--- src/rtl/dpc_pkg.sv ---
// constants and types shared by the drive pulse counter
// assumes a 32-bit classic wishbone bus with byte addresses
package dpc_pkg;

  localparam int unsigned CODE_W  = 7;
  localparam int unsigned OCODE_W = 6;
  localparam int unsigned CNT_W   = 16;
  localparam int unsigned NUM_IN  = 5;
  localparam int unsigned NUM_OUT = 3;
  localparam int unsigned IRQ_W   = 3;
  localparam int unsigned ADR_W   = 6;

  // terminal index of the fast input inside the input vector
  localparam int unsigned FAST_IDX = 4;

  // register byte offsets
  localparam logic [ADR_W-1:0] OFS_FAST_TYPE  = 6'h00;
  localparam logic [ADR_W-1:0] OFS_IN1_FUNC   = 6'h04;
  localparam logic [ADR_W-1:0] OFS_IN2_FUNC   = 6'h08;
  localparam logic [ADR_W-1:0] OFS_IN3_FUNC   = 6'h0C;
  localparam logic [ADR_W-1:0] OFS_IN4_FUNC   = 6'h10;
  localparam logic [ADR_W-1:0] OFS_FAST_FUNC  = 6'h14;
  localparam logic [ADR_W-1:0] OFS_TRAN_FUNC  = 6'h18;
  localparam logic [ADR_W-1:0] OFS_REL1_FUNC  = 6'h1C;
  localparam logic [ADR_W-1:0] OFS_REL2_FUNC  = 6'h20;
  localparam logic [ADR_W-1:0] OFS_SET_VALUE  = 6'h24;
  localparam logic [ADR_W-1:0] OFS_DESIG_VAL  = 6'h28;
  localparam logic [ADR_W-1:0] OFS_ACCUM      = 6'h2C;
  localparam logic [ADR_W-1:0] OFS_IRQ_STATUS = 6'h30;
  localparam logic [ADR_W-1:0] OFS_IRQ_MASK   = 6'h34;
  localparam logic [ADR_W-1:0] OFS_PIN_STATE  = 6'h38;

  // field positions in the pin state register
  localparam int unsigned PIN_OUT_LSB = 8;

  // interrupt status bits
  localparam int unsigned IRQ_SET   = 0;
  localparam int unsigned IRQ_DESIG = 1;
  localparam int unsigned IRQ_WRAP  = 2;

  // terminal function codes
  localparam logic [CODE_W-1:0]  IN_CODE_CLEAR = 7'h1C;
  localparam logic [CODE_W-1:0]  IN_CODE_TRIG  = 7'h1F;
  localparam logic [CODE_W-1:0]  IN_CODE_MAX   = 7'h5F;
  localparam logic [OCODE_W-1:0] OUT_CODE_SET  = 6'h12;
  localparam logic [OCODE_W-1:0] OUT_CODE_DES  = 6'h13;

  // fast input type: pulse input or ordinary digital input
  localparam logic FAST_IS_PULSE   = 1'b0;
  localparam logic FAST_IS_DIGITAL = 1'b1;

  typedef struct packed {
    logic                            fast_type;
    logic [NUM_IN-1:0][CODE_W-1:0]   in_func;
    logic [NUM_OUT-1:0][OCODE_W-1:0] out_func;
    logic [CNT_W-1:0]                set_value;
    logic [CNT_W-1:0]                desig_value;
  } dpc_cfg_type;

  // in_func order: fast, four, three, two, one; out_func: relay2, relay1, transistor
  localparam dpc_cfg_type CFG_RESET = '{
    fast_type:   FAST_IS_PULSE,
    in_func:     {7'h00, 7'h00, 7'h07, 7'h04, 7'h01},
    out_func:    {6'h05, 6'h01, 6'h00},
    set_value:   16'h0000,
    desig_value: 16'h0000
  };

  localparam logic [CNT_W-1:0] CNT_ZERO = 16'h0000;
  localparam logic [CNT_W-1:0] CNT_ONE  = 16'h0001;

endpackage : dpc_pkg

--- src/rtl/dpc_counter.sv ---
// drive pulse counter: terminal functions, 16-bit accumulator, count outputs
// assumes a classic wishbone master on clk_i; pins arrive synchronous-ish
`timescale 1ns/10ps
////////////////////////////////////////////////////////////////////////////////
module dpc_counter (
  // clock and reset
  input  wire logic                       clk_i,
  input  wire logic                       rst_i,
  // wishbone slave
  input  wire logic                       cyc_i,
  input  wire logic                       stb_i,
  input  wire logic                       we_i,
  input  wire logic [dpc_pkg::ADR_W-1:0]  adr_i,
  input  wire logic [3:0]                 sel_i,
  input  wire logic [31:0]                dat_i,
  output logic      [31:0]                dat_o,
  output logic                            ack_o,
  // input terminals
  input  wire logic                       general_input_one_i,
  input  wire logic                       general_input_two_i,
  input  wire logic                       general_input_three_i,
  input  wire logic                       general_input_four_i,
  input  wire logic                       fast_pulse_input_i,
  // output terminals
  output logic                            transistor_output_o,
  output logic                            relay_output_first_o,
  output logic                            relay_output_second_o,
  // interrupt
  output logic                            irq_o
);

  ////////////////////////////////////////////////////////////////////////////////
  // state

  dpc_pkg::dpc_cfg_type                 cfg;
  dpc_pkg::dpc_cfg_type                 next_cfg;
  logic [dpc_pkg::CNT_W-1:0]            count_accumulator;
  logic [dpc_pkg::CNT_W-1:0]            next_count;
  logic [dpc_pkg::IRQ_W-1:0]            irq_status;
  logic [dpc_pkg::IRQ_W-1:0]            irq_mask;
  logic [dpc_pkg::IRQ_W-1:0]            irq_event;
  logic [dpc_pkg::NUM_OUT-1:0]          out_q;
  logic [dpc_pkg::NUM_OUT-1:0]          next_out;
  logic                                 ack;
  logic [31:0]                          rdata;
  logic                                 set_hit_q;
  logic                                 desig_hit_q;

  ////////////////////////////////////////////////////////////////////////////////
  // helpers

  function automatic logic [dpc_pkg::CNT_W-1:0] lane_merge16(
    input logic [dpc_pkg::CNT_W-1:0] old,
    input logic [31:0]               wdat,
    input logic [3:0]                sel
  );
    lane_merge16 = old;
    if (sel[0]) begin
      lane_merge16[7:0] = wdat[7:0];
    end
    if (sel[1]) begin
      lane_merge16[15:8] = wdat[15:8];
    end
  endfunction : lane_merge16

  function automatic logic out_level(
    input logic [dpc_pkg::OCODE_W-1:0] code,
    input logic                        set_hit,
    input logic                        desig_hit
  );
    // other codes belong to drive functions outside this block: held off
    if (code == dpc_pkg::OUT_CODE_SET) begin
      out_level = set_hit;
    end else if (code == dpc_pkg::OUT_CODE_DES) begin
      out_level = desig_hit;
    end else begin
      out_level = 1'b0;
    end
  endfunction : out_level

  ////////////////////////////////////////////////////////////////////////////////
  // input terminals

  wire logic [dpc_pkg::NUM_IN-1:0] in_level;
  wire logic [dpc_pkg::NUM_IN-1:0] in_rise;
  wire logic [dpc_pkg::NUM_IN-1:0] in_enable;
  wire logic [dpc_pkg::NUM_IN-1:0] is_trig;
  wire logic [dpc_pkg::NUM_IN-1:0] is_clear;

  dpc_input_sync u_sync (
    .clk_i   (clk_i),
    .rst_i   (rst_i),
    .raw_i   ({fast_pulse_input_i, general_input_four_i, general_input_three_i,
               general_input_two_i, general_input_one_i}),
    .level_o (in_level),
    .rise_o  (in_rise)
  );

  // fast input takes part only as a digital input; in pulse mode this block
  // ignores its edges and levels, so software must switch its type first
  assign in_enable = {cfg.fast_type == dpc_pkg::FAST_IS_DIGITAL,
                      {(dpc_pkg::NUM_IN-1){1'b1}}};

  for (genvar i = 0; i < dpc_pkg::NUM_IN; i++) begin : g_func
    assign is_trig[i]  = cfg.in_func[i] == dpc_pkg::IN_CODE_TRIG;
    assign is_clear[i] = cfg.in_func[i] == dpc_pkg::IN_CODE_CLEAR;
  end

  wire logic trig_hit  = |(in_rise & in_enable & is_trig);
  wire logic clear_hit = |(in_level & in_enable & is_clear);

  ////////////////////////////////////////////////////////////////////////////////
  // accumulator

  wire logic at_set    = count_accumulator >= cfg.set_value;
  wire logic set_hit   = count_accumulator == cfg.set_value;
  wire logic desig_hit = count_accumulator == cfg.desig_value;
  wire logic wrap      = trig_hit && !clear_hit && at_set;

  // clear outranks a pulse in the same cycle; several pulses together add one
  always_comb begin
    next_count = count_accumulator;
    if (clear_hit) begin
      next_count = dpc_pkg::CNT_ZERO;
    end else if (trig_hit) begin
      if (at_set) begin
        next_count = dpc_pkg::CNT_ZERO;
      end else begin
        next_count = count_accumulator + dpc_pkg::CNT_ONE;
      end
    end
  end

  always_ff @(posedge clk_i) begin
    if (rst_i) begin
      count_accumulator <= dpc_pkg::CNT_ZERO;
    end else begin
      count_accumulator <= next_count;
    end
  end

  ////////////////////////////////////////////////////////////////////////////////
  // output terminals

  always_comb begin
    for (int j = 0; j < dpc_pkg::NUM_OUT; j++) begin
      next_out[j] = out_level(cfg.out_func[j], set_hit, desig_hit);
    end
  end

  always_ff @(posedge clk_i) begin
    if (rst_i) begin
      out_q <= '0;
    end else begin
      out_q <= next_out;
    end
  end

  assign transistor_output_o   = out_q[0];
  assign relay_output_first_o  = out_q[1];
  assign relay_output_second_o = out_q[2];

  ////////////////////////////////////////////////////////////////////////////////
  // wishbone decode

  wire logic [dpc_pkg::ADR_W-1:0] word = {adr_i[dpc_pkg::ADR_W-1:2], 2'b00};
  wire logic req      = cyc_i && stb_i;
  wire logic take     = req && !ack;
  wire logic wr_en    = req && ack && we_i;
  wire logic rd_done  = req && ack && !we_i;
  wire logic rd_stat  = rd_done && word == dpc_pkg::OFS_IRQ_STATUS;
  wire logic wr_lane0 = wr_en && sel_i[0];

  wire logic [dpc_pkg::CNT_W-1:0] set_wr   = lane_merge16(cfg.set_value, dat_i, sel_i);
  wire logic [dpc_pkg::CNT_W-1:0] desig_wr = lane_merge16(cfg.desig_value, dat_i, sel_i);
  wire logic [dpc_pkg::CODE_W-1:0] code_wr = dat_i[dpc_pkg::CODE_W-1:0];
  wire logic code_ok = code_wr <= dpc_pkg::IN_CODE_MAX;

  ////////////////////////////////////////////////////////////////////////////////
  // register writes; out of range values are dropped and the old one kept

  always_comb begin
    next_cfg = cfg;
    if (wr_lane0 && word == dpc_pkg::OFS_FAST_TYPE) begin
      next_cfg.fast_type = dat_i[0];
    end
    if (wr_lane0 && code_ok) begin
      case (word)
        dpc_pkg::OFS_IN1_FUNC:  next_cfg.in_func[0] = code_wr;
        dpc_pkg::OFS_IN2_FUNC:  next_cfg.in_func[1] = code_wr;
        dpc_pkg::OFS_IN3_FUNC:  next_cfg.in_func[2] = code_wr;
        dpc_pkg::OFS_IN4_FUNC:  next_cfg.in_func[3] = code_wr;
        dpc_pkg::OFS_FAST_FUNC: next_cfg.in_func[dpc_pkg::FAST_IDX] = code_wr;
        default:                next_cfg.fast_type = next_cfg.fast_type;
      endcase
    end
    if (wr_lane0) begin
      case (word)
        dpc_pkg::OFS_TRAN_FUNC: next_cfg.out_func[0] = dat_i[dpc_pkg::OCODE_W-1:0];
        dpc_pkg::OFS_REL1_FUNC: next_cfg.out_func[1] = dat_i[dpc_pkg::OCODE_W-1:0];
        dpc_pkg::OFS_REL2_FUNC: next_cfg.out_func[2] = dat_i[dpc_pkg::OCODE_W-1:0];
        default:                next_cfg.fast_type = next_cfg.fast_type;
      endcase
    end
    if (wr_en && word == dpc_pkg::OFS_SET_VALUE && set_wr >= cfg.desig_value) begin
      next_cfg.set_value = set_wr;
    end
    if (wr_en && word == dpc_pkg::OFS_DESIG_VAL && desig_wr <= cfg.set_value) begin
      next_cfg.desig_value = desig_wr;
    end
  end

  always_ff @(posedge clk_i) begin
    if (rst_i) begin
      cfg <= dpc_pkg::CFG_RESET;
    end else begin
      cfg <= next_cfg;
    end
  end

  ////////////////////////////////////////////////////////////////////////////////
  // interrupts

  assign irq_event[dpc_pkg::IRQ_SET]   = set_hit && !set_hit_q;
  assign irq_event[dpc_pkg::IRQ_DESIG] = desig_hit && !desig_hit_q;
  assign irq_event[dpc_pkg::IRQ_WRAP]  = wrap;

  wire logic [dpc_pkg::IRQ_W-1:0] read_bits =
    rd_stat ? dat_o[dpc_pkg::IRQ_W-1:0] : '0;

  // only bits shown to software are cleared; a new event still sets
  always_ff @(posedge clk_i) begin
    if (rst_i) begin
      irq_status  <= '0;
      irq_mask    <= '0;
      set_hit_q   <= 1'b1;
      desig_hit_q <= 1'b1;
    end else begin
      irq_status  <= (irq_status & ~read_bits) | irq_event;
      set_hit_q   <= set_hit;
      desig_hit_q <= desig_hit;
      if (wr_lane0 && word == dpc_pkg::OFS_IRQ_MASK) begin
        irq_mask <= dat_i[dpc_pkg::IRQ_W-1:0];
      end
    end
  end

  assign irq_o = |(irq_status & irq_mask);

  ////////////////////////////////////////////////////////////////////////////////
  // read mux and acknowledge

  always_comb begin
    rdata = '0;
    case (word)
      dpc_pkg::OFS_FAST_TYPE:  rdata[0] = cfg.fast_type;
      dpc_pkg::OFS_IN1_FUNC:   rdata[dpc_pkg::CODE_W-1:0] = cfg.in_func[0];
      dpc_pkg::OFS_IN2_FUNC:   rdata[dpc_pkg::CODE_W-1:0] = cfg.in_func[1];
      dpc_pkg::OFS_IN3_FUNC:   rdata[dpc_pkg::CODE_W-1:0] = cfg.in_func[2];
      dpc_pkg::OFS_IN4_FUNC:   rdata[dpc_pkg::CODE_W-1:0] = cfg.in_func[3];
      dpc_pkg::OFS_FAST_FUNC:  rdata[dpc_pkg::CODE_W-1:0] = cfg.in_func[dpc_pkg::FAST_IDX];
      dpc_pkg::OFS_TRAN_FUNC:  rdata[dpc_pkg::OCODE_W-1:0] = cfg.out_func[0];
      dpc_pkg::OFS_REL1_FUNC:  rdata[dpc_pkg::OCODE_W-1:0] = cfg.out_func[1];
      dpc_pkg::OFS_REL2_FUNC:  rdata[dpc_pkg::OCODE_W-1:0] = cfg.out_func[2];
      dpc_pkg::OFS_SET_VALUE:  rdata[dpc_pkg::CNT_W-1:0] = cfg.set_value;
      dpc_pkg::OFS_DESIG_VAL:  rdata[dpc_pkg::CNT_W-1:0] = cfg.desig_value;
      dpc_pkg::OFS_ACCUM:      rdata[dpc_pkg::CNT_W-1:0] = count_accumulator;
      dpc_pkg::OFS_IRQ_STATUS: rdata[dpc_pkg::IRQ_W-1:0] = irq_status;
      dpc_pkg::OFS_IRQ_MASK:   rdata[dpc_pkg::IRQ_W-1:0] = irq_mask;
      dpc_pkg::OFS_PIN_STATE: begin
        rdata[dpc_pkg::NUM_IN-1:0] = in_level;
        rdata[dpc_pkg::PIN_OUT_LSB +: dpc_pkg::NUM_OUT] = out_q;
      end
      default:                 rdata = '0;
    endcase
  end

  // one wait cycle: data is captured when the request is first seen
  always_ff @(posedge clk_i) begin
    if (rst_i) begin
      ack   <= 1'b0;
      dat_o <= '0;
    end else begin
      ack <= take;
      if (take) begin
        dat_o <= rdata;
      end
    end
  end

  assign ack_o = ack;

endmodule : dpc_counter

--- src/rtl/dpc_input_sync.sv ---
// synchroniser and rising edge finder for the input terminals
// assumes terminal levels are already clean of contact bounce
`timescale 1ns/10ps
////////////////////////////////////////////////////////////////////////////////
module dpc_input_sync (
  // clock and reset
  input  wire logic                       clk_i,
  input  wire logic                       rst_i,
  // terminals
  input  wire logic [dpc_pkg::NUM_IN-1:0] raw_i,
  output logic      [dpc_pkg::NUM_IN-1:0] level_o,
  output logic      [dpc_pkg::NUM_IN-1:0] rise_o
);

  logic [dpc_pkg::NUM_IN-1:0] meta;
  logic [dpc_pkg::NUM_IN-1:0] stable;
  logic [dpc_pkg::NUM_IN-1:0] prev;

  // meta feeds only stable
  always_ff @(posedge clk_i) begin
    if (rst_i) begin
      meta   <= '0;
      stable <= '0;
      prev   <= '0;
    end else begin
      meta   <= raw_i;
      stable <= meta;
      prev   <= stable;
    end
  end

  assign level_o = stable;
  assign rise_o  = stable & ~prev;

endmodule : dpc_input_sync

--- config.mk ---
export PLATFORM = sky130hd
export DESIGN_NAME = dpc_counter
export DESIGN_NICKNAME = d
export VERILOG_FILES = /design/src/rtl/dpc_pkg.sv /design/src/rtl/dpc_counter.sv /design/src/rtl/dpc_input_sync.sv
export SDC_FILE = /design/constraint.sdc
export NUM_CORES = 1
export LEC_CHECK = 0
export BUFFER_PORTS_ARGS = -buffer_cell sky130_fd_sc_hd__clkbuf_2
export CORE_MARGIN = 2
export CORE_UTILIZATION = 56
export DETAILED_ROUTE_END_ITERATION = 10
export GPL_ROUTABILITY_DRIVEN = 0
export PLACE_DENSITY_LB_ADDON = 0.1
export SLEW_MARGIN = 10
export SYNTH_ARGS = -nofsm -noshare
export SYNTH_HDL_FRONTEND = slang
export SYNTH_SLANG_ARGS = --single-unit
--- constraint.sdc ---
create_clock -name clk_i -period 7.56 [get_ports clk_i]
set_input_delay 0.378 -clock clk_i [delete_from_list [all_inputs] [get_ports clk_i]]
set_output_delay 0.378 -clock clk_i [all_outputs]
set_load 0.03 [all_outputs]
==> flow_summary.json, run 1 <==
{
  "outcome": "finished, final reports clean",
  "clockBufferDepth": 2,
  "fill_cells": 1354,
  "max_freq_mhz": 313,
  "synth_top_cell_area_share": 0.349,
  "layout-drive-gt1-share": 0.103,
  "grt_pass1_wl_mm": 38.8,
  "path_max_fanout": 17,
  "maxCapViolCount": 0,
  "drv_slew": 0,
  "antenna_found_initial": 0,
  "grt_usage": 0.310,
  "synth_area_um2": 8320,
  "via_per_inst": 6.28,
  "syn_to_final_growth_pct": 9.06,
  "drtPass1Iterations": 9,
  "drt_iter0_drc": 907,
  "holdBufCountCts": 0,
  "hold_path_class": "primary input to flop",
  "ys_warn_count": 0,
  "num_antenna_cells": 0,
  "ir_drop_mv": 0.191,
  "clock_latency_ns": 0.44,
  "tightest_slew_ns": 1.22,
  "reg2reg_slack_ns": 4.36,
  "io_buffers": 52,
  "drtAntennaViolNets": 0,
  "htreeDepth": 4,
  "startpoint_type": "flop",
  "finalCoreUtilization": 0.624,
  "synth_edf_count": 0,
  "pre_cts_ws_ns": 4.08,
  "grt_start_max_net_pins": 68,
  "synth_ff_type": "dfxtp_1",
  "fin_skew_ns": 0.00836,
  "overflow": 0,
  "ys_seq_area_frac": 0.349,
  "crit_family": "compound AO/OA/AOI/OAI gates",
  "cp.depth": 8,
  "p_per_area_nw_per_um2": 190,
  "synth_top_cell_by_area": "dfxtp_1",
  "cts_buffers": 17,
  "cts_resized": 0,
  "critical_path_required_ns": 7.86,
  "setup_ws_ns": 4.36,
  "synth-async-reset-ratio": 0,
  "first_global_vias": 7032,
  "critPathCaptureType": "flop",
  "reg2reg_depth": 8,
  "grt_setup_unrepaired": "no",
  "crit_buf_inv": 0,
  "clkSinkCount": 145,
  "vias": 7665,
  "ys_types": 74,
  "drc": 0,
  "cp_slowest_cell": "o31a_1",
  "power_uw": 1720,
  "layout_commonest_cell": "dfxtp_1",
  "path_cells": "mux2i_1 > ha_1 > nand2b_1 > a2111oi_0 > a2111oi_0 > o31a_1 > mux2i_1 > nor2_1",
  "hold_viol_final": 0,
  "die_area_um2": 15800,
  "ys_seq_elements": 145,
  "syn_inst": 1019,
  "die_x_um": 126,
  "root_buffer": "clkbuf_16",
  "drt_wl_total_mm": 24.1,
  "period_minus_slack_ns": 3.20,
  "final-setup-viol-count": 0,
  "critical_path_arrival_ns": 3.49,
  "ys_top_cells_by_area": "dfxtp_1 (35%), ha_1 (8.0%), mux2i_1 (5.8%), a21oi_1 (4.6%), o21ai_0 (4.3%)",
  "hpwl_mm": 17.0,
  "slew_headroom": 0.185,
  "worstHoldPathCells": 2,
  "core_area_um2": 14500,
  "period_share": 0.423,
  "fin_nets": 1128,
  "initial_core_util": 0.572,
  "ios": 89,
  "setup-tns-final_ns": 0,
  "cts_post_setup_buffers_inserted": 0,
  "clk_pin_slew_ns": 0.07,
  "final_cell_mix": "dfxtp_1 (145), nand2_1 (93), nor2_1 (89)",
  "max_stage_delay_ns": 0.99,
  "critPathKind": "flop to flop",
  "wl_per_cell_um": 19.7,
  "avgSynthCellArea_um2": 8.16,
  "p_leak_uw": 0.00342,
  "hold_slack_ns": 0.148,
  "die_y_um": 126,
  "cts_tree": "built",
  "fp-row-count": 44
}
## cells in the mapped netlist, drive strengths merged (13+ instances only)
cell	instances
buf	29
a22o	13
nand2	93
a22oi	14
nor2b	23
xnor2	16
o21ai	75
dfxtp	145
clkbuf	61
nand4	21
a21oi	76
nand3	45
nor2	89
mux2i	48
inv	37
a21o	16
ha	53
## cell families (layout without fill, tap and decap cells)
kind of cell	Yosys count	in the layout	share of synthesized area
adders and majority gates	53	53	0.0797
AOI/OAI and AO/OA	274	274	0.211
xor gates and xnor gates	16	16	0.0168
other	1	16	0.000451
and+or+nand+nor	348	348	0.209
DFF	145	145	0.349
buffers and inverters	127	129	0.0656
muxes	55	55	0.0686
## final cells by class
class	count	area, um2	share of cell area
inverter	37	139	0.0153
timing repair buffer	60	323	0.0356
multi-input combinational	762	4930	0.543
clock buffer	17	425	0.0469
clock inverter	15	125	0.0138
sequential	145	2900	0.320
tap	184	230	0.0254
## final timing paths
check,start,to
max,cfg[16]$_SDFFE_PP0P_,cfg[25]$_SDFFE_PP0P_
min,general_input_three_i,u_sync.meta[2]$_SDFF_PP0_
max reg2reg,cfg[16]$_SDFFE_PP0P_,cfg[25]$_SDFFE_PP0P_
min reg2reg,u_sync.meta[4]$_SDFF_PP0_,u_sync.level_o[4]$_SDFF_PP0_
## sequential cells by signal, indices dropped and copies added, names as in the netlist, 3 cells and up
signal,flops
cfg,86
count_accumulator,16
dat_o,16
irq_mask,3
irq_status,3
out_q,3
u_sync.level_o,5
u_sync.meta,5
u_sync.prev,5
## power by group
part	internal (uW)	total [uW]	leakage [uW]	switching, uW
clock network	429	801	0.000260	373
registers	770	774	0.00117	4.19
logic	38.8	147	0.00198	108
## metrics by stage
| step | area, um2 | cells |
|---|---|---|
| 6_report | 9070 | 1220 |
| 5_1_grt | 9070 | 1220 |
| 4_1_cts | 9070 | 1220 |
| 3_5_place_dp | 8520 | 1188 |
| 3_3_place_gp | 8520 | 1188 |
| 2_1_floorplan | 8370 | 1034 |
## metal layers
layer | wire, um | up-vias | global-route usage
met1 | 11100 | 3570 | 0.448
met5 | 0 | - | 0
met3 | 2160 | 51 | 0.0811
li1 | - | 3680 | -
met4 | 550 | 0 | 0.0970
met2 | 10300 | 364 | 0.453
(Power assumes the default switching activity.)
==> run 2, diff against run 1 <==
--- a/config.mk
+++ b/config.mk
@@ -7,7 +7,7 @@
 export LEC_CHECK = 0
 export BUFFER_PORTS_ARGS = -buffer_cell sky130_fd_sc_hd__clkbuf_2
 export CORE_MARGIN = 2
-export CORE_UTILIZATION = 56
+export CORE_UTILIZATION = 54
 export DETAILED_ROUTE_END_ITERATION = 10
 export GPL_ROUTABILITY_DRIVEN = 0
 export PLACE_DENSITY_LB_ADDON = 0.1
==> constraint.sdc (replaced) <==
create_clock -name clk_i -period 2.8 [get_ports clk_i]
set_input_delay 0.14 -clock clk_i [delete_from_list [all_inputs] [get_ports clk_i]]
set_output_delay 0.14 -clock clk_i [all_outputs]
set_load 0.03 [all_outputs]
==> flow_summary.json, run 2 (synthesized netlist as in run 1, its figures left out) <==
{
  "clockBufferDepth": 2,
  "die_area_um2": 16400,
  "initial_core_util": 0.549,
  "critical_path_required_ns": 3.09,
  "wl_per_cell_um": 19.9,
  "grt_setup_unrepaired": "no",
  "drtPass1Iterations": 9,
  "p_sw_uw": 1360,
  "cts_buffers": 17,
  "drv_slew": 0,
  "critical_path_arrival_ns": 2.89,
  "outcome": "finished, final reports clean",
  "startpoint_type": "flop",
  "ir_drop_mv": 0.547,
  "core_area_um2": 15100,
  "final-setup-viol-count": 0,
  "drt_wl_total_mm": 25.3,
  "intPower_uw": 3400,
  "fin_skew_ns": 0.00961,
  "grt_usage": 0.314,
  "hpwl_mm": 18.4,
  "tightest_slew_ns": 0.871,
  "path_max_fanout": 9,
  "period_minus_slack_ns": 2.60,
  "pre_cts_ws_ns": 0.109,
  "cts_tree": "built",
  "critPathKind": "flop to flop",
  "layout-drive-gt1-share": 0.142,
  "fin_nets": 1179,
  "final_cell_mix": "dfxtp_1 (145), nand2_1 (93), nor2_1 (89)",
  "drtAntennaViolNets": 0,
  "clk_pin_slew_ns": 0.07,
  "grt_pass1_wl_mm": 40.0,
  "die_x_um": 128,
  "hold_path_class": "primary input to flop",
  "first_global_vias": 7261,
  "p_leak_uw": 0.00371,
  "largestRegisters": "cfg: 86 flops, count_accumulator: 16 flops, dat_o: 16 flops",
  "overflow": 0,
  "grt_start_max_net_pins": 84,
  "period_share": 0.930,
  "clock_latency_ns": 0.43,
  "layout_commonest_cell": "dfxtp_1",
  "hold_viol_final": 0,
  "p_per_area_nw_per_um2": 499,
  "htreeDepth": 4,
  "comb_power_share": 0.092,
  "root_buffer": "clkbuf_16",
  "die_y_um": 128,
  "io_buffers": 52,
  "cts_post_setup_buffers_inserted": 0,
  "setup-tns-final_ns": 0,
  "max_freq_mhz": 384,
  "maxCapViolCount": 0,
  "setup_ws_ns": 0.197,
  "ios": 89,
  "power_frac_seq": 0.439,
  "drc": 0,
  "num_antenna_cells": 0,
  "antenna_found_initial": 0,
  "syn_to_final_growth_pct": 14.6,
  "swShare": 0.286,
  "vias": 8016,
  "drt_iter0_drc": 830,
  "clkPwrFrac": 0.468,
  "finalCoreUtilization": 0.629,
  "critPathCaptureType": "flop",
  "slew_headroom": 0.420,
  "largest_reg_flops": 86,
  "top_register": "cfg",
  "clkSinkCount": 145,
  "via_per_inst": 6.29,
  "fp-row-count": 45
}
[run 2: changes by cell type in the layout (fill, tap and decap cells not counted), moves of 2 or more]
cell	change
clkinvlp_4	-3
inv_8	+3
buf_4	+43
inv_6	-2
buf_12	+3
dlygate4sd3_1	+5
[run 2: area by class of cell]
cell class | instances | area [um2]
clock buffers | 17 | 425
clock inverters | 15 | 144
fillers | 1382 | 5610
inverters | 37 | 139
multi-input cells | 762 | 4930
flip-flops and latches | 145 | 2900
well taps | 188 | 235
repair buffers | 111 | 756
[run 2: metrics by stage]
stage | hold WS (ns) | total power, uW | cells | cell area (um2)
global route | 0.118 | 4900 | 1275 | 9530
finish | 0.111 | 4760 | 1275 | 9530
global placement | 0.352 | 2560 | 1238 | 8910
CTS | 0.108 | 4750 | 1275 | 9530
detailed placement | 0.354 | 2560 | 1238 | 8910
floorplan | 0.261 | 2430 | 1034 | 8370
[run 2: path summary, 6_finish.rpt]
path                              from                            to  slack, ns  cells after the start
max               cfg[17]$_SDFFE_PP0P_          cfg[23]$_SDFFE_PP0P_       0.20                      9
min                               we_i      irq_status[0]$_SDFF_PP0_       0.11                      5
max reg2reg       cfg[17]$_SDFFE_PP0P_          cfg[23]$_SDFFE_PP0P_       0.20                      9
min reg2reg  u_sync.meta[2]$_SDFF_PP0_  u_sync.level_o[2]$_SDFF_PP0_       0.44                      1
[run 2: critical path, cell delays in order (launching register included)]
cell and delay (ns):
dfxtp_1 0.39, inv_1 0.11, o21ai_0 0.27, ha_1 0.29
a2111oi_1 0.51, a2111oi_0 0.17, o31a_1 0.32, buf_4 0.20
mux2i_1 0.15, nor2_1 0.07
[run 2: power by group through the flow]
stage / registers (uW) / clock network, uW / logic [uW]
3_3_place_gp: 2140 / 0 / 421
3_5_place_dp: 2140 / 0 / 422
2_1_floorplan: 2150 / 0 / 280
5_1_grt: 2090 / 2330 / 478
4_1_cts: 2090 / 2230 / 430
6_report: 2090 / 2230 / 439
[run 2: layer usage]
layer / up-vias / part of all wire / wire (um) / track usage
li1: 3793 / - / - / -
met3: 45 / 0.079 / 1990 / 0.0572
met1: 3785 / 0.45 / 11400 / 0.445
met4: 0 / 0.029 / 726 / 0.112
met2: 393 / 0.44 / 11200 / 0.481
met5: - / 0 / 0 / 0
[run 2: timing repair]
action,in CTS,in global routing
endpoints found under the hold margin,5,0
hold buffers,5,0
endpoints found under the setup margin,0,8
gates resized for setup,0,2
